[src/inc/wdnr_regs.svh]
/*
  Register offsets, field positions, reset values and bus response codes for
  the watchdog interrupt-then-reset block.
  Assumes a 32-bit AXI4-Lite register bus with byte addresses.
*/
`ifndef WDNR_REGS_SVH
`define WDNR_REGS_SVH

// ----------------------------------------------------------------------
// Register byte offsets
// ----------------------------------------------------------------------
`define WDNR_OFS_IRC       12'h000
`define WDNR_OFS_PWR       12'h004
`define WDNR_OFS_WDC       12'h008
`define WDNR_OFS_SRC       12'h00C

// ----------------------------------------------------------------------
// Field positions
// ----------------------------------------------------------------------
`define WDNR_IRC_TO_BIT    24
`define WDNR_IRC_DMT_BIT   25
`define WDNR_IRC_FAILSAFE_CLOCK_MONITOR_BIT  26
`define WDNR_IRC_CNT_LSB   0
`define WDNR_IRC_CNT_MSB   15
`define WDNR_PWR_VREG_BIT  0
`define WDNR_WDC_WIN_BIT   0
`define WDNR_WDC_PS_LSB    8
`define WDNR_WDC_PS_MSB    12
`define WDNR_SRC_RUN_BIT   0
`define WDNR_SRC_RST_BIT   1

// ----------------------------------------------------------------------
// Reset values, widths and bus response codes
// ----------------------------------------------------------------------
`define WDNR_CNT_W         16
`define WDNR_CNT_RST       16'hFFFF
`define WDNR_PS_RST        5'h00
`define WDNR_RESP_OKAY     2'b00
`define WDNR_RESP_SLVERR   2'b10

`endif

[src/inc/wdnr_pkg.sv]
/*
  Types shared by the watchdog interrupt-then-reset block.
  Assumes the constants header is available on the include path.
*/
package wdnr_pkg;

  // Countdown sequencer states
  typedef enum logic [1:0] {
    WDNR_IDLE  = 2'b00,
    WDNR_COUNT = 2'b01,
    WDNR_RESET = 2'b10
  } wdnr_state_e;

  typedef logic [15:0] wdnr_cnt_t;

endpackage

[src/inc/wdnr_cd_if.sv]
/*
  Interface between the register block and the countdown sequencer.
  Assumes both ends share aclk and aresetn.
*/
`timescale 1ns/10ps
`default_nettype none

interface wdnr_cd_if;
  import wdnr_pkg::*;

  logic       start;     // Pulse: non-maskable request accepted
  wdnr_cnt_t  load_val;  // Programmed countdown start value
  logic       step;      // Instruction-cycle tick
  logic       running;   // Countdown in progress
  logic       fire;      // Pulse: countdown expired
  wdnr_cnt_t  remain;    // Current countdown value

  modport ctrl (output start, output load_val, output step,
                input running, input fire, input remain);
  modport cdn  (input start, input load_val, input step,
                output running, output fire, output remain);
endinterface

`default_nettype wire

[src/wdnr_countdown.sv]
/*
  Countdown sequencer: loads the programmed value on a non-maskable request,
  steps down once per instruction tick and fires on reaching zero.
  Assumes start is a one-cycle pulse from the register block.
*/
`timescale 1ns/10ps
`default_nettype none

module wdnr_countdown (
  // Clock and reset
  input  wire logic  aclk,
  input  wire logic  aresetn,
  // Link to register block
  wdnr_cd_if.cdn     cd
);
  import wdnr_pkg::*;

  wdnr_state_e state_q;
  wdnr_state_e state_d;
  wdnr_cnt_t   cnt_q;
  wdnr_cnt_t   cnt_d;

  // Next state and count
  always_comb begin
    state_d = state_q;
    cnt_d   = cnt_q;
    case (state_q)
      WDNR_IDLE: begin
        if (cd.start) begin
          state_d = WDNR_COUNT;
          cnt_d   = cd.load_val;
        end
      end
      WDNR_COUNT: begin
        if (cnt_q == '0) begin
          state_d = WDNR_RESET;
        end else if (cd.step) begin
          cnt_d = cnt_q - 16'h0001;
        end
      end
      WDNR_RESET: begin
        state_d = WDNR_IDLE;
      end
      default: begin
        state_d = WDNR_IDLE;
      end
    endcase
  end

  // State registers
  always_ff @(posedge aclk) begin
    if (!aresetn) begin
      state_q <= WDNR_IDLE;
      cnt_q   <= '0;
    end else begin
      state_q <= state_d;
      cnt_q   <= cnt_d;
    end
  end

  assign cd.running = (state_q == WDNR_COUNT);
  assign cd.fire    = (state_q == WDNR_RESET);
  assign cd.remain  = cnt_q;

endmodule

`default_nettype wire

[src/wdnr_top.sv]
/*
  Watchdog interrupt-then-reset controller with AXI4-Lite registers.
  Assumes synchronous single-cycle event pulses from the timers and an
  instruction tick input; the device reset output is a one-cycle pulse.
*/
`timescale 1ns/10ps
`default_nettype none
`include "wdnr_regs.svh"

module wdnr_top #(
  parameter int ADDR_W = 12
) (
  // Clock and reset
  input  wire logic                aclk,
  input  wire logic                aresetn,
  // AXI4-Lite write address
  input  wire logic [ADDR_W-1:0]   s_axi_awaddr,
  input  wire logic                s_axi_awvalid,
  output logic                     s_axi_awready,
  // AXI4-Lite write data
  input  wire logic [31:0]         s_axi_wdata,
  input  wire logic [3:0]          s_axi_wstrb,
  input  wire logic                s_axi_wvalid,
  output logic                     s_axi_wready,
  // AXI4-Lite write response
  output logic [1:0]               s_axi_bresp,
  output logic                     s_axi_bvalid,
  input  wire logic                s_axi_bready,
  // AXI4-Lite read address
  input  wire logic [ADDR_W-1:0]   s_axi_araddr,
  input  wire logic                s_axi_arvalid,
  output logic                     s_axi_arready,
  // AXI4-Lite read data
  output logic [31:0]              s_axi_rdata,
  output logic [1:0]               s_axi_rresp,
  output logic                     s_axi_rvalid,
  input  wire logic                s_axi_rready,
  // Timer event pulses and instruction tick
  input  wire logic                watchdog_expiry_indicator,
  input  wire logic                deadman_timer_event,
  input  wire logic                failsafe_clock_monitor_event,
  input  wire logic                instr_tick,
  // Outputs to the rest of the device
  output logic                     nmi_req,
  output logic                     device_reset,
  output logic                     sleep_regulator_keep,
  output logic                     window_mode_enable,
  output logic [4:0]               watchdog_postscale
);
  import wdnr_pkg::*;

  // Refuse address widths that the 12-bit offset decode cannot serve
  if (ADDR_W < 4 || ADDR_W > 12) begin : g_addr_w_bad
    $error("ADDR_W must lie between 4 and 12");
  end

  // ----------------------------------------------------------------------
  // Register state
  // ----------------------------------------------------------------------
  logic       wdt_to_q;
  logic       dmt_ev_q;
  logic       failsafe_clock_monitor_ev_q;
  wdnr_cnt_t  cnt_q;
  logic       vreg_q;
  logic       win_q;
  logic [4:0] ps_q;
  logic       nmi_q;
  logic       rst_q;

  logic              aw_q;
  logic              w_q;
  logic [ADDR_W-1:0] awaddr_q;
  logic [31:0]       wdata_q;
  logic [3:0]        wstrb_q;
  logic              bvalid_q;
  logic [1:0]        bresp_q;
  logic              rvalid_q;
  logic [31:0]       rdata_q;
  logic [1:0]        rresp_q;

  wdnr_cd_if cd_if ();

  // ----------------------------------------------------------------------
  // Event decode
  // ----------------------------------------------------------------------
  wire any_req  = watchdog_expiry_indicator | deadman_timer_event |
                  failsafe_clock_monitor_event;
  wire req_take = any_req & ~cd_if.running & ~cd_if.fire; // Idle only

  // Write channel decode
  wire        wr_go   = aw_q & w_q & ~bvalid_q;
  wire [11:0] wr_ofs  = 12'({awaddr_q[ADDR_W-1:2], 2'b00});
  wire        wr_irc  = wr_go & (wr_ofs == `WDNR_OFS_IRC);
  wire        wr_pwr  = wr_go & (wr_ofs == `WDNR_OFS_PWR);
  wire        wr_wdc  = wr_go & (wr_ofs == `WDNR_OFS_WDC);
  wire        wr_src  = wr_go & (wr_ofs == `WDNR_OFS_SRC);
  wire        wr_hit  = wr_irc | wr_pwr | wr_wdc | wr_src;

  // Write-one-to-clear of sticky flags, event wins over clear
  wire clr_to   = wr_irc & wstrb_q[3] & wdata_q[`WDNR_IRC_TO_BIT];
  wire clr_dmt  = wr_irc & wstrb_q[3] & wdata_q[`WDNR_IRC_DMT_BIT];
  wire clr_failsafe_clock_monitor = wr_irc & wstrb_q[3] & wdata_q[`WDNR_IRC_FAILSAFE_CLOCK_MONITOR_BIT];

  // Read decode
  wire        rd_go  = s_axi_arvalid & ~rvalid_q;
  wire [11:0] rd_ofs = 12'({s_axi_araddr[ADDR_W-1:2], 2'b00});
  wire [31:0] irc_rd = {5'h00, failsafe_clock_monitor_ev_q, dmt_ev_q, wdt_to_q, 8'h00, cnt_q};
  wire [31:0] pwr_rd = {31'h0000_0000, vreg_q};
  wire [31:0] wdc_rd = {19'h0_0000, ps_q, 7'h00, win_q};
  wire [31:0] src_rd = {16'h0000, cd_if.remain[15:2], rst_q, cd_if.running};
  wire        rd_irc = (rd_ofs == `WDNR_OFS_IRC);
  wire        rd_pwr = (rd_ofs == `WDNR_OFS_PWR);
  wire        rd_wdc = (rd_ofs == `WDNR_OFS_WDC);
  wire        rd_src = (rd_ofs == `WDNR_OFS_SRC);
  wire        rd_hit = rd_irc | rd_pwr | rd_wdc | rd_src;
  wire [31:0] rd_mux = rd_irc ? irc_rd :
                       rd_pwr ? pwr_rd :
                       rd_wdc ? wdc_rd :
                       rd_src ? src_rd : 32'h0000_0000;

  // Countdown link
  assign cd_if.start    = req_take;
  assign cd_if.load_val = cnt_q;
  assign cd_if.step     = instr_tick;

  wdnr_countdown u_cd (
    .aclk    (aclk),
    .aresetn (aresetn),
    .cd      (cd_if.cdn)
  );

  // ----------------------------------------------------------------------
  // AXI4-Lite handshake registers
  // ----------------------------------------------------------------------
  always_ff @(posedge aclk) begin
    if (!aresetn) begin
      aw_q     <= 1'b0;
      w_q      <= 1'b0;
      awaddr_q <= '0;
      wdata_q  <= 32'h0000_0000;
      wstrb_q  <= 4'h0;
      bvalid_q <= 1'b0;
      bresp_q  <= `WDNR_RESP_OKAY;
      rvalid_q <= 1'b0;
      rdata_q  <= 32'h0000_0000;
      rresp_q  <= `WDNR_RESP_OKAY;
    end else begin
      if (s_axi_awvalid && !aw_q) begin
        aw_q     <= 1'b1;
        awaddr_q <= s_axi_awaddr;
      end
      if (s_axi_wvalid && !w_q) begin
        w_q     <= 1'b1;
        wdata_q <= s_axi_wdata;
        wstrb_q <= s_axi_wstrb;
      end
      if (wr_go) begin
        aw_q     <= 1'b0;
        w_q      <= 1'b0;
        bvalid_q <= 1'b1;
        bresp_q  <= wr_hit ? `WDNR_RESP_OKAY : `WDNR_RESP_SLVERR;
      end else if (bvalid_q && s_axi_bready) begin
        bvalid_q <= 1'b0;
      end
      if (rd_go) begin
        rvalid_q <= 1'b1;
        rdata_q  <= rd_mux;
        rresp_q  <= rd_hit ? `WDNR_RESP_OKAY : `WDNR_RESP_SLVERR;
      end else if (rvalid_q && s_axi_rready) begin
        rvalid_q <= 1'b0;
      end
    end
  end

  // ----------------------------------------------------------------------
  // Control and status registers
  // ----------------------------------------------------------------------
  always_ff @(posedge aclk) begin
    if (!aresetn) begin
      wdt_to_q  <= 1'b0;
      dmt_ev_q  <= 1'b0;
      failsafe_clock_monitor_ev_q <= 1'b0;
      cnt_q     <= `WDNR_CNT_RST;
      vreg_q    <= 1'b0;
      win_q     <= 1'b0;
      ps_q      <= `WDNR_PS_RST;
    end else begin
      wdt_to_q  <= watchdog_expiry_indicator | (wdt_to_q & ~clr_to);
      dmt_ev_q  <= deadman_timer_event | (dmt_ev_q & ~clr_dmt);
      failsafe_clock_monitor_ev_q <= failsafe_clock_monitor_event |
                   (failsafe_clock_monitor_ev_q & ~clr_failsafe_clock_monitor);
      if (wr_irc && wstrb_q[0]) cnt_q[7:0] <= wdata_q[7:0];
      if (wr_irc && wstrb_q[1]) cnt_q[15:8] <= wdata_q[15:8];
      if (wr_pwr && wstrb_q[0]) vreg_q <= wdata_q[`WDNR_PWR_VREG_BIT];
      if (wr_wdc && wstrb_q[0]) win_q <= wdata_q[`WDNR_WDC_WIN_BIT];
      if (wr_wdc && wstrb_q[1]) begin
        ps_q <= wdata_q[`WDNR_WDC_PS_MSB:`WDNR_WDC_PS_LSB];
      end
    end
  end

  // Interrupt and reset outputs
  always_ff @(posedge aclk) begin
    if (!aresetn) begin
      nmi_q <= 1'b0;
      rst_q <= 1'b0;
    end else begin
      nmi_q <= req_take;
      rst_q <= cd_if.fire;
    end
  end

  assign s_axi_awready        = ~aw_q;
  assign s_axi_wready         = ~w_q;
  assign s_axi_bvalid         = bvalid_q;
  assign s_axi_bresp          = bresp_q;
  assign s_axi_arready        = ~rvalid_q;
  assign s_axi_rvalid         = rvalid_q;
  assign s_axi_rdata          = rdata_q;
  assign s_axi_rresp          = rresp_q;
  assign nmi_req              = nmi_q;
  assign device_reset         = rst_q;
  assign sleep_regulator_keep = vreg_q;
  assign window_mode_enable   = win_q;
  assign watchdog_postscale   = ps_q;

endmodule

`default_nettype wire

[config.mk]
export PLATFORM = sky130hd
export DESIGN_NAME = wdnr_top
export DESIGN_NICKNAME = d
export VERILOG_FILES = /design/src/inc/wdnr_pkg.sv /design/src/inc/wdnr_cd_if.sv /design/src/wdnr_countdown.sv /design/src/wdnr_top.sv
export VERILOG_INCLUDE_DIRS = /design/src /design/src/inc
export SDC_FILE = /design/constraint.sdc
export NUM_CORES = 1
export LEC_CHECK = 0
export BUFFER_PORTS_ARGS = -buffer_cell sky130_fd_sc_hd__buf_2
export CORE_ASPECT_RATIO = 1.75
export CORE_MARGIN = 5
export CORE_UTILIZATION = 48
export CTS_BUF_LIST = sky130_fd_sc_hd__clkbuf_8
export CTS_CLUSTER_DIAMETER = 80
export DETAILED_ROUTE_END_ITERATION = 12
export PLACE_DENSITY = 0.71
export SETUP_SLACK_MARGIN = 0.5
export SLEW_MARGIN = 40
export SYNTH_ARGS = -nofsm -noshare
export SYNTH_HDL_FRONTEND = slang
export SYNTH_HIERARCHICAL = 1
export SYNTH_SLANG_ARGS = --single-unit
export TNS_END_PERCENT = 20
[constraint.sdc]
create_clock -name aclk -period 5.3 [get_ports aclk]
set_input_delay 1.06 -clock aclk [delete_from_list [all_inputs] [get_ports aclk]]
set_output_delay 1.06 -clock aclk [all_outputs]
set_load 0.02 [all_outputs]
==> results of run 1 <==
[layout by cell type, fill, tap and decap left out, types with 3 or more instances in the layout]
master / count
a22oi_1: 3
a21oi_1: 23
inv_1: 11
nand3b_1: 3
o211ai_1: 7
o31ai_1: 4
a21o_1: 4
nor4_1: 3
dfxtp_1: 103
bufinv_16: 3
nand4_1: 4
mux2_2: 5
a21boi_0: 35
nor2b_1: 9
nor3_2: 3
a41oi_1: 3
nor3b_1: 4
o21ai_1: 7
buf_2: 87
and2_1: 4
nand2_1: 106
nand3_1: 17
buf_4: 6
nor2_1: 31
a221oi_1: 10
mux2i_1: 21
a21boi_1: 3
or4_4: 5
o21ai_0: 22
clkbuf_8: 9
a31oi_1: 4
nor3_1: 10
conb_1: 15
nand2b_1: 3
[registers in the layout, summed over array words and instances, names as in the netlist, 2 cells and up]
name and flops:
u_cd/cd.remain 16, wdata_q 19, u_cd/state_q 2, cd_if.load_val 16
watchdog_postscale 5, wstrb_q 3, awaddr_q 10, s_axi_rdata 19
[synth_stat cells (all sizes together) (2+ instances only)]
| library cell | instances |
|---|---|
| nor3b | 4 |
| a41oi | 3 |
| nor3 | 14 |
| a21oi | 23 |
| nand2b | 3 |
| nor2 | 31 |
| dfxtp | 103 |
| a211oi | 3 |
| inv | 11 |
| nor2b | 10 |
| a22oi | 3 |
| o32ai | 2 |
| o211a | 2 |
| nand3b | 3 |
| nand3 | 17 |
| a31o | 2 |
| a31oi | 4 |
| buf | 22 |
| a221oi | 10 |
| a21o | 4 |
| clkbuf | 25 |
| nor4 | 7 |
| o211ai | 7 |
| o21bai | 2 |
| nand4 | 4 |
| nand2 | 106 |
| or4 | 6 |
| mux2i | 21 |
| mux2 | 5 |
| o31ai | 4 |
| and2 | 4 |
| o21ai | 29 |
| a21boi | 38 |
[where the power goes]
part           total, mW  switching, mW  internal [mW]  leakage [nW]
registers          0.898         0.0663          0.832         0.846
logic              0.355          0.217          0.138          1.35
clock network      0.592          0.276          0.316         0.118
[per-layer routing]
layer / wire [um] / share of wire, % / global-route usage (%)
met4: 191 / 1.6 / 6.839
met5: 0 / 0 / 0
met3: 658 / 5.5 / 4.086
met2: 6611 / 56 / 37.51
met1: 4420 / 37 / 21.84
[area by class of cell]
| type | instances | area [sq um] | share of cell area, % |
|---|---|---|---|
| clock buffers | 9 | 123.9 | 2.304 |
| clock inverters | 6 | 117.6 | 2.188 |
| inverters | 11 | 41.29 | 0.7682 |
| multi-input cells | 397 | 2397 | 44.60 |
| flip-flops and latches | 103 | 2062 | 38.36 |
| well taps | 122 | 152.6 | 2.840 |
| repair buffers | 93 | 480.5 | 8.939 |
[worst register-to-register path, stage by stage (launching register included)]
cell and delay (ns):
dfxtp_1 0.40, nand2b_1 0.12, buf_4 0.32, inv_1 0.31, a311oi_1 0.53, nand2b_1 0.14
a21o_1 0.25, o21bai_4 0.35, o21bai_1 0.25, a31o_1 0.22
[cell families (layout without fill, tap and decap cells)]
family | count (synthesis) | count (layout) | synth area share (%)
other cells | 1 | 15 | 0.07971
simple gates | 213 | 213 | 22.61
xor+xnor | 1 | 1 | 0.1862
buf+inv | 58 | 119 | 6.542
fa+ha+maj | 1 | 1 | 0.2659
flops | 103 | 103 | 43.83
compound gates | 140 | 140 | 20.35
mux | 27 | 27 | 6.143
[worst paths after layout]
check | slack [ns] | endpoint | cells after the start
worst max-delay path | 2.30 | u_cd/cd.remain[7]$_SDFFE_PN0P_ | 9
worst min-delay path | 0.46 | s_axi_rdata[24]$_SDFFE_PN0P_ | 2
worst max register to register | 2.30 | u_cd/cd.remain[7]$_SDFFE_PN0P_ | 9
worst min register to register | 0.46 | s_axi_rdata[24]$_SDFFE_PN0P_ | 2
==> out/results.ini, run 1 <==
[status]
status=finished, final reports clean

[pwr]
total_power_mw=1.844
leakage_nw=2.314
ir_drop_mv=0.1998
pwr_density_cell_nw_per_um2=343.1

[setup_path]
r2r_start=u_cd/state_q[1]$_SDFFE_PN0P_
critPathSlowestCell=a311oi_1
startpoint_type=register
arrival_ns=3.27
path_common_cell=nand2b_1
cp_top_family=compound AO/OA/AOI/OAI gates
cp_cell_sequence=nand2b_1 > buf_4 > inv_1 > a311oi_1 > nand2b_1 > a21o_1 > o21bai_4 > o21bai_1 > a31o_1
path_max_fanout=34
crit_buf_inv=2
critPathRequiredTime_ns=5.57
cpPeakStageDelay_ns=0.53
startpoint=u_cd/state_q[1]$_SDFFE_PN0P_
end_kind=register
crit_type=register to register

[sta]
worst_slack_ns=2.303
clock_skew_ns=0.005945
fin_crit_sh_pct=56.54
setup_viol=0
fmax_mhz=333.7
whs_ns=0.4625
max_slew_margin_pct=49.00
rsz0062_at_grt=false
hold_violations=0
tightest_slew_ns=0.7632
tns_ns=0
report.final.slew_viol_count=0
fin_crit_ns=2.997

[synth]
synth_cells=544
synth_warnings=6
netlist-cell-type-count=57
synth-edff-count=0
synth_area_leaders=dfxtp_1 44%, nand2_1 8.5%, a21boi_0 5.6%, mux2i_1 4.5%, buf_4 2.9%
ys_ff_latch=103
synth.avg_cell_area_sq_um=8.648
synth.yosys.seq_area_share_pct=43.83
synth.top_cell.area_share_pct=43.83
dominantRegCellSynth=dfxtp_1
synth.largest_area_cell=dfxtp_1
synth_area_sq_um=4705
async_reset_ff_share_pct=0

[clock_network]
clock_path_buffers=2
cts_hold_buf=0
worstSkewPairLatency_ns=0.38
htreeDepth=3
cts_resized=0
clk_pin_slew_ns=0.10
cts_tree=done
cts.sinks=103
root_buffer=clkbuf_8
post_cts_buffers=0
cts_buffers=9

[routing]
wl_um=11880
first_pass_iters=6
via_per_inst=5.565
vias=4124
wl_per_cell_um=16.03
antenna_left=0
drt_iter0_drc=309
drc_errors=0

[cells_and_area]
final_nets=687
design_area_sq_um=5375
syn_to_final_growth_pct=14.26
fillers=915
antenna_cells=0
layout-drive-gt1-share_pct=21.32
stdcell_count=741
final_util_pct=56.42

[global_route]
grtUsageTotal_pct=19.97
grt_pass1_vias=3930
antenna_found_initial=1
grt_pass1_wl_um=19200
grt_max_degree=55
grt_overflow=0

[placed_design]
place_inst=726
io_buffers=87
post-place-ws_ns=2.228
dpl.hpwl_um=8841
dpl-instance-area_sq_um=5131
gp_congestion=0.8830

[floorplanning]
num_io_pins=121
die-width_um=84.84
die_area_sq_um=11960
num_rows=47
start_util_pct=49.38
die_y_um=141.0
coreArea_sq_um=9527

[flow_run]
maxCapViolCount=0

[min_path]
hp-class=register to register
min-delay-start=s_axi_rdata[24]$_SDFFE_PN0P_

(Power assumes the default switching activity.)
==> run 2, diff against run 1 <==
--- a/config.mk
+++ b/config.mk
@@ -13,7 +13,7 @@
 export CTS_BUF_LIST = sky130_fd_sc_hd__clkbuf_8
 export CTS_CLUSTER_DIAMETER = 80
 export DETAILED_ROUTE_END_ITERATION = 12
-export PLACE_DENSITY = 0.71
+export PLACE_DENSITY = 0.74
 export SETUP_SLACK_MARGIN = 0.5
 export SLEW_MARGIN = 40
 export SYNTH_ARGS = -nofsm -noshare
==> constraint.sdc (replaced) <==
create_clock -name aclk -period 2.7 [get_ports aclk]
set_input_delay 0.54 -clock aclk [delete_from_list [all_inputs] [get_ports aclk]]
set_output_delay 0.54 -clock aclk [all_outputs]
set_load 0.02 [all_outputs]
==> out/results.ini, run 2 (synthesized netlist as in run 1, its figures left out) <==
[clock_network]
cts_buffers=9  ; unchanged
root_buffer=clkbuf_8  ; unchanged
clock_path_buffers=2  ; unchanged
cts_tree=done  ; unchanged
clk_pin_slew_ns=0.10  ; about the same
worstSkewPairLatency_ns=0.37  ; was 0.38 ns
htreeDepth=3  ; unchanged
cts_hold_buf=0  ; unchanged
cts.sinks=103  ; unchanged

[routing]
drc_errors=0  ; unchanged
wl_um=11670  ; was 11880 um
vias=4144  ; was 4124
wl_per_cell_um=15.54  ; was 16.03 um
drt_iter0_drc=254  ; was 309
via_per_inst=5.518  ; was 5.565
first_pass_iters=5  ; was 6
antenna_left=0  ; unchanged

[cells_and_area]
multi_input_area_sq_um=2399  ; was 2397 sq um
mostFrequentLayoutCells=106 x nand2_1, 101 x dfxtp_1, 87 x buf_2  ; was 106 x nand2_1, 103 x dfxtp_1, 87 x buf_2
layout_commonest_cell=nand2_1  ; unchanged
final_nets=696  ; was 687
antenna_cells=0  ; unchanged
seqCellArea_sq_um=2064  ; was 2062 sq um
fillers=920  ; was 915
final_util_pct=56.59  ; was 56.42%
design_area_sq_um=5391  ; was 5375 sq um
stdcell_count=751  ; was 741
layout-drive-gt1-share_pct=22.73  ; was 21.32%
syn_to_final_growth_pct=14.60  ; was 14.26%

[floorplanning]
die_area_sq_um=11960  ; unchanged
start_util_pct=49.38  ; unchanged
num_rows=47  ; unchanged
coreArea_sq_um=9527  ; unchanged
die_y_um=141.0  ; unchanged
die-width_um=84.84  ; unchanged
num_io_pins=121  ; unchanged

[setup_path]
startpoint_type=register  ; unchanged
cpPeakStageDelay_ns=0.34  ; was 0.53 ns
path_max_fanout=30  ; was 34
critPathRequiredTime_ns=2.97  ; was 5.57 ns
startpoint=u_cd/state_q[1]$_SDFFE_PN0P_  ; unchanged
crit_type=register to register  ; unchanged
end_kind=register  ; unchanged
critPathSlowestCell=dfxtp_2  ; was a311oi_1
r2r_start=u_cd/state_q[1]$_SDFFE_PN0P_  ; unchanged
cp_cell_sequence=nand2b_1 > inv_1 > a311oi_2 > nand2b_1 > a21o_1 > o21bai_2 > buf_12 > o21bai_1 > a31o_1  ; was nand2b_1 > buf_4 > inv_1 > a311oi_1 > nand2b_1 > a21o_1 > o21bai_4 > o21bai_1 > a31o_1
path_common_cell=nand2b_1  ; unchanged
arrival_ns=2.33  ; was 3.27 ns

[placed_design]
dpl.hpwl_um=8577  ; was 8841 um
dpl-instance-area_sq_um=5195  ; was 5131 sq um
post-place-ws_ns=0.3949  ; was 2.228 ns
gp_congestion=0.8878  ; was 0.8830
place_inst=733  ; was 726
io_buffers=87  ; unchanged

[sta]
tightest_slew_ns=0.7567  ; was 0.7632 ns
fin_crit_ns=2.069  ; was 2.997 ns
setup_viol=0  ; unchanged
fin_crit_sh_pct=76.63  ; was 56.54%
report.final.slew_viol_count=0  ; unchanged
max_slew_margin_pct=49.43  ; was 49.00%
clock_skew_ns=0.01138  ; was 0.005945 ns
rsz0062_at_grt=false  ; unchanged
whs_ns=0.4006  ; was 0.4625 ns
worst_slack_ns=0.6309  ; was 2.303 ns
hold_violations=0  ; unchanged
tns_ns=0  ; unchanged
fmax_mhz=483.3  ; was 333.7 MHz

[global_route]
grtUsageTotal_pct=19.58  ; was 19.97%
grt_overflow=0  ; unchanged
antenna_found_initial=0  ; was 1
grt_pass1_vias=4010  ; was 3930
grt_pass1_wl_um=19090  ; was 19200 um
grt_max_degree=58  ; was 55

[pwr]
pwr_density_cell_nw_per_um2=624.3  ; was 343.1 nW/um^2
total_power_mw=3.366  ; was 1.844 mW
ir_drop_mv=0.3349  ; was 0.1998 mV
leakage_nw=2.344  ; was 2.314 nW

[min_path]
hp-class=input pin to register  ; was register to register
min-delay-start=s_axi_awaddr[4]  ; was s_axi_rdata[24]$_SDFFE_PN0P_

[flow_run]
maxCapViolCount=0  ; unchanged

[status]
status=finished, final reports clean  ; unchanged

==> run 2: what timing repair did <==
action | 4_1_cts | 5_1_grt
gates resized for setup | 0 | 3
setup buffers | 0 | 2
endpoints found under the setup margin | 0 | 11
==> run 2: final timing paths <==
check / end / slack (ns) / cells after the start
worst min register to register: s_axi_rdata[25]$_SDFFE_PN0P_ / 0.46 / 2
worst max register to register: u_cd/cd.remain[7]$_SDFFE_PN0P_ / 0.63 / 9
worst min-delay path: awaddr_q[4]$_SDFFE_PN0P_ / 0.40 / 3
worst max-delay path: u_cd/cd.remain[7]$_SDFFE_PN0P_ / 0.63 / 9
==> run 2: critical path, delay by kind of cell (launching register included) <==
kind / cells / cell delay [ns]
simple gates: 2 / 0.24
compound gates: 5 / 1.13
flops: 1 / 0.34
buf+inv: 2 / 0.23
==> run 2: layer usage <==
metal	share of wire, %	track usage, %
met5	0	0
met3	4.7	3.503
met2	54	36.14
met1	39	21.51
met4	2.9	8.507
==> run 2: power breakdown <==
| group | total, mW | switching [mW] | internal [mW] |
|---|---|---|---|
| Sequential | 1.76 | 0.127 | 1.63 |
| Clock | 0.888 | 0.530 | 0.358 |
| Combinational | 0.719 | 0.427 | 0.292 |
| Total | 3.37 | 1.08 | 2.28 |
==> run 2: layout make-up <==
cell class	instances	area share [%]
timing repair buffer	102	10.40
tap	122	2.831
clock buffer	10	2.553
sequential	103	38.29
multi-input combinational	397	44.49
inverter	11	0.7658
clock inverter	6	0.6730
==> run 3, diff against run 2 <==
--- a/config.mk
+++ b/config.mk
@@ -6,6 +6,7 @@
 export SDC_FILE = /design/constraint.sdc
 export NUM_CORES = 1
 export LEC_CHECK = 0
+export ABC_AREA = 1
 export BUFFER_PORTS_ARGS = -buffer_cell sky130_fd_sc_hd__buf_2
 export CORE_ASPECT_RATIO = 1.75
 export CORE_MARGIN = 5
==> constraint.sdc (replaced) <==
create_clock -name aclk -period 1.9 [get_ports aclk]
set_input_delay 0.38 -clock aclk [delete_from_list [all_inputs] [get_ports aclk]]
set_output_delay 0.38 -clock aclk [all_outputs]
set_load 0.02 [all_outputs]
==> out/results.ini, run 3 <==
[sta]
fin_crit_sh_pct=82.58  ; was 76.63%
clock_skew_ns=0.008160  ; was 0.01138 ns
setup_viol=0  ; unchanged
report.final.slew_viol_count=0  ; unchanged
tns_ns=0  ; unchanged
fmax_mhz=637.4  ; was 483.3 MHz
hold_violations=0  ; unchanged
whs_ns=0.2354  ; was 0.4006 ns
fin_crit_ns=1.569  ; was 2.069 ns
rsz0062_at_grt=true  ; was false

[clock_network]
htreeDepth=3  ; unchanged
root_buffer=clkbuf_8  ; unchanged
clk_pin_slew_ns=0.09  ; was 0.10 ns
cts_hold_buf=0  ; unchanged
cts.sinks=103  ; unchanged
worstSkewPairLatency_ns=0.37  ; about the same
clock_path_buffers=2  ; unchanged
cts_tree=done  ; unchanged
cts_buffers=9  ; unchanged

[setup_path]
arrival_ns=1.87  ; was 2.33 ns
reg2reg_to=u_cd/cd.remain[9]$_SDFFE_PN0P_  ; was u_cd/cd.remain[7]$_SDFFE_PN0P_
r2r_setup_slack_ns=0.33  ; was 0.63 ns
crit_type=register to register  ; unchanged
startpoint_type=register  ; unchanged
path_max_fanout=6  ; was 30
r2r_start=u_cd/cd.remain[0]$_SDFFE_PN0P_  ; was u_cd/state_q[1]$_SDFFE_PN0P_
reg2regPathDepth=11  ; was 9
end_kind=register  ; unchanged
critPathRequiredTime_ns=2.20  ; was 2.97 ns

[synth]
synthTopCellsByCount=120 x nand2_1, 103 x dfxtp_1, 76 x inv_1, 76 x nor2_1, 57 x nand3_1  ; was 106 x nand2_1, 103 x dfxtp_1, 35 x a21boi_0
ys_ff_latch=103  ; unchanged
synth-edff-count=0  ; unchanged
yosysMostFrequentCell=nand2_1  ; unchanged
synth.yosys.seq_area_share_pct=42.04  ; was 43.83%
dominantRegCellSynth=dfxtp_1  ; unchanged
async_reset_ff_share_pct=0  ; unchanged
netlist-cell-type-count=38  ; was 57
synth_cells=666  ; was 544
synth.avg_cell_area_sq_um=7.364  ; was 8.648 sq um
synth_warnings=6  ; unchanged
synth_area_leaders=dfxtp_1 42%, nand2_1 9.2%, nand3_1 5.8%, inv_1 5.8%, nor2_1 5.8%  ; was dfxtp_1 44%, nand2_1 8.5%, a21boi_0 5.6%, mux2i_1 4.5%, buf_4 2.9%
synth_area_sq_um=4905  ; was 4705 sq um
synth.largest_area_cell=dfxtp_1  ; unchanged
synth.top_cell.area_share_pct=42.04  ; was 43.83%

[global_route]
grtUsageTotal_pct=22.20  ; was 19.58%
antenna_found_initial=0  ; unchanged
grt_max_degree=36  ; was 58
grt_pass1_wl_um=22140  ; was 19090 um
grt_overflow=0  ; unchanged
grt_pass1_vias=4835  ; was 4010

[min_path]
worstHoldEndpoint=wdata_q[26]$_SDFFE_PN0P_  ; was awaddr_q[4]$_SDFFE_PN0P_
min-delay-start=s_axi_wdata[26]  ; was s_axi_awaddr[4]
holdPathStages=3  ; unchanged
hp-class=input pin to register  ; unchanged

[placed_design]
dpl.hpwl_um=9914  ; was 8577 um
gp_congestion=0.9702  ; was 0.8878
io_buffers=87  ; unchanged
dpl-instance-area_sq_um=5499  ; was 5195 sq um

[routing]
via_per_inst=5.372  ; was 5.518
antenna_left=0  ; unchanged
wl_um=13510  ; was 11670 um
drt_iter0_drc=359  ; was 254
vias=4856  ; was 4144
first_pass_iters=5  ; unchanged
drc_errors=0  ; unchanged
wl_per_cell_um=14.94  ; was 15.54 um

[cells_and_area]
final_nets=845  ; was 696
mostFrequentLayoutCells=116 x nand2_1, 98 x dfxtp_1, 87 x buf_2  ; was 106 x nand2_1, 101 x dfxtp_1, 87 x buf_2
design_area_sq_um=5956  ; was 5391 sq um
syn_to_final_growth_pct=21.43  ; was 14.60%
layout_commonest_cell=nand2_1  ; unchanged
antenna_cells=0  ; unchanged
fillers=925  ; was 920
layout-drive-gt1-share_pct=26.90  ; was 22.73%

[floorplanning]
die_area_sq_um=12420  ; was 11960 sq um
die_y_um=143.7  ; was 141.0 um
start_util_pct=48.48  ; was 49.38%
num_rows=49  ; was 47
die-width_um=86.41  ; was 84.84 um
num_io_pins=121  ; unchanged
coreArea_sq_um=10120  ; was 9527 sq um

[status]
status=finished, final reports clean  ; unchanged

[flow_run]
maxCapViolCount=0  ; unchanged

[pwr]
ir_drop_mv=0.6191  ; was 0.3349 mV
pwr_density_cell_nw_per_um2=821.0  ; was 624.3 nW/um^2
leakage_nw=2.848  ; was 2.344 nW

## run 3: worst max path at each step
stage                                       to  slack, ns                      startpoint
2_1_floorplan  u_cd/cd.remain[11]$_SDFFE_PN0P_       0.35  u_cd/cd.remain[1]$_SDFFE_PN0P_
3_3_place_gp    u_cd/cd.remain[4]$_SDFFE_PN0P_       0.19             deadman_timer_event
3_5_place_dp   u_cd/cd.remain[11]$_SDFFE_PN0P_       0.14             deadman_timer_event
4_1_cts         u_cd/cd.remain[2]$_SDFFE_PN0P_       0.37  u_cd/cd.remain[0]$_SDFFE_PN0P_
5_1_grt        u_cd/cd.remain[15]$_SDFFE_PN0P_       0.24  u_cd/cd.remain[0]$_SDFFE_PN0P_
6_report        u_cd/cd.remain[9]$_SDFFE_PN0P_       0.33  u_cd/cd.remain[0]$_SDFFE_PN0P_
## run 3: cell families after synthesis
kind of cell,after synthesis,share of synthesized area [%]
adders and majority gates,1,0.2551
xor gates and xnor gates,1,0.1786
buffers and inverters,125,11.63
DFF,103,42.04
AOI/OAI and AO/OA,142,17.81
other,1,0.07646
and+or+nand+nor,293,28.01
## run 3: worst max-delay path, stage by stage (launching register included)
cell and delay [ns]:
dfxtp_2 0.34, inv_2 0.08, ha_4 0.15, inv_2 0.04, nor2_4 0.10, nand3_4 0.10, nor2_4 0.14, nand3_4 0.12
nand2_8 0.12, buf_4 0.15, nor2_1 0.05, nor2_1 0.11
## run 3: timing repair
| action | CTS | global route |
|---|---|---|
| pin swaps | 9 | 8 |
| setup endpoints to repair | 43 | 52 |
| setup buffers | 10 | 6 |
| gates cloned | 1 | 2 |
| resized for setup | 9 | 22 |
## run 3: final cells by class
type	instances	area (sq um)	area share [%]
Clock inverter	5	26.28	0.4412
Clock buffer	10	137.6	2.311
Inverter	82	317.8	5.336
Timing Repair Buffer	122	775.7	13.03
Tap cell	127	158.9	2.668
Sequential cell	103	2068	34.73
Multi-Input combinational cell	455	2471	41.49
## run 3: report_power, final
part	switching, mW	internal, mW	total (mW)
registers	0.150	2.32	2.47
clock network	0.722	0.494	1.22
logic	0.764	0.437	1.20
total	1.63	3.25	4.89
## run 3: stage by stage
step / util [%] / setup slack, ns / power (mW) / instances
2_1_floorplan: - / 0.3482 / 3.306 / 680
3_3_place_gp: 54.36 / 0.1869 / 3.541 / 870
3_5_place_dp: 54.36 / 0.1410 / 3.576 / 870
4_1_cts: 57.40 / 0.3743 / 4.852 / 896
5_1_grt: 58.87 / 0.2387 / 5.162 / 904
6_report: 58.87 / 0.3311 / 4.890 / 904
## run 3: layer usage
layer	GRT usage (%)	up-vias	part of all wire (%)
li1	-	2364	-
met1	22.92	2291	36
met2	40.48	154	54
met3	3.844	47	5.0
met4	14.04	0	5.0
met5	0	-	0
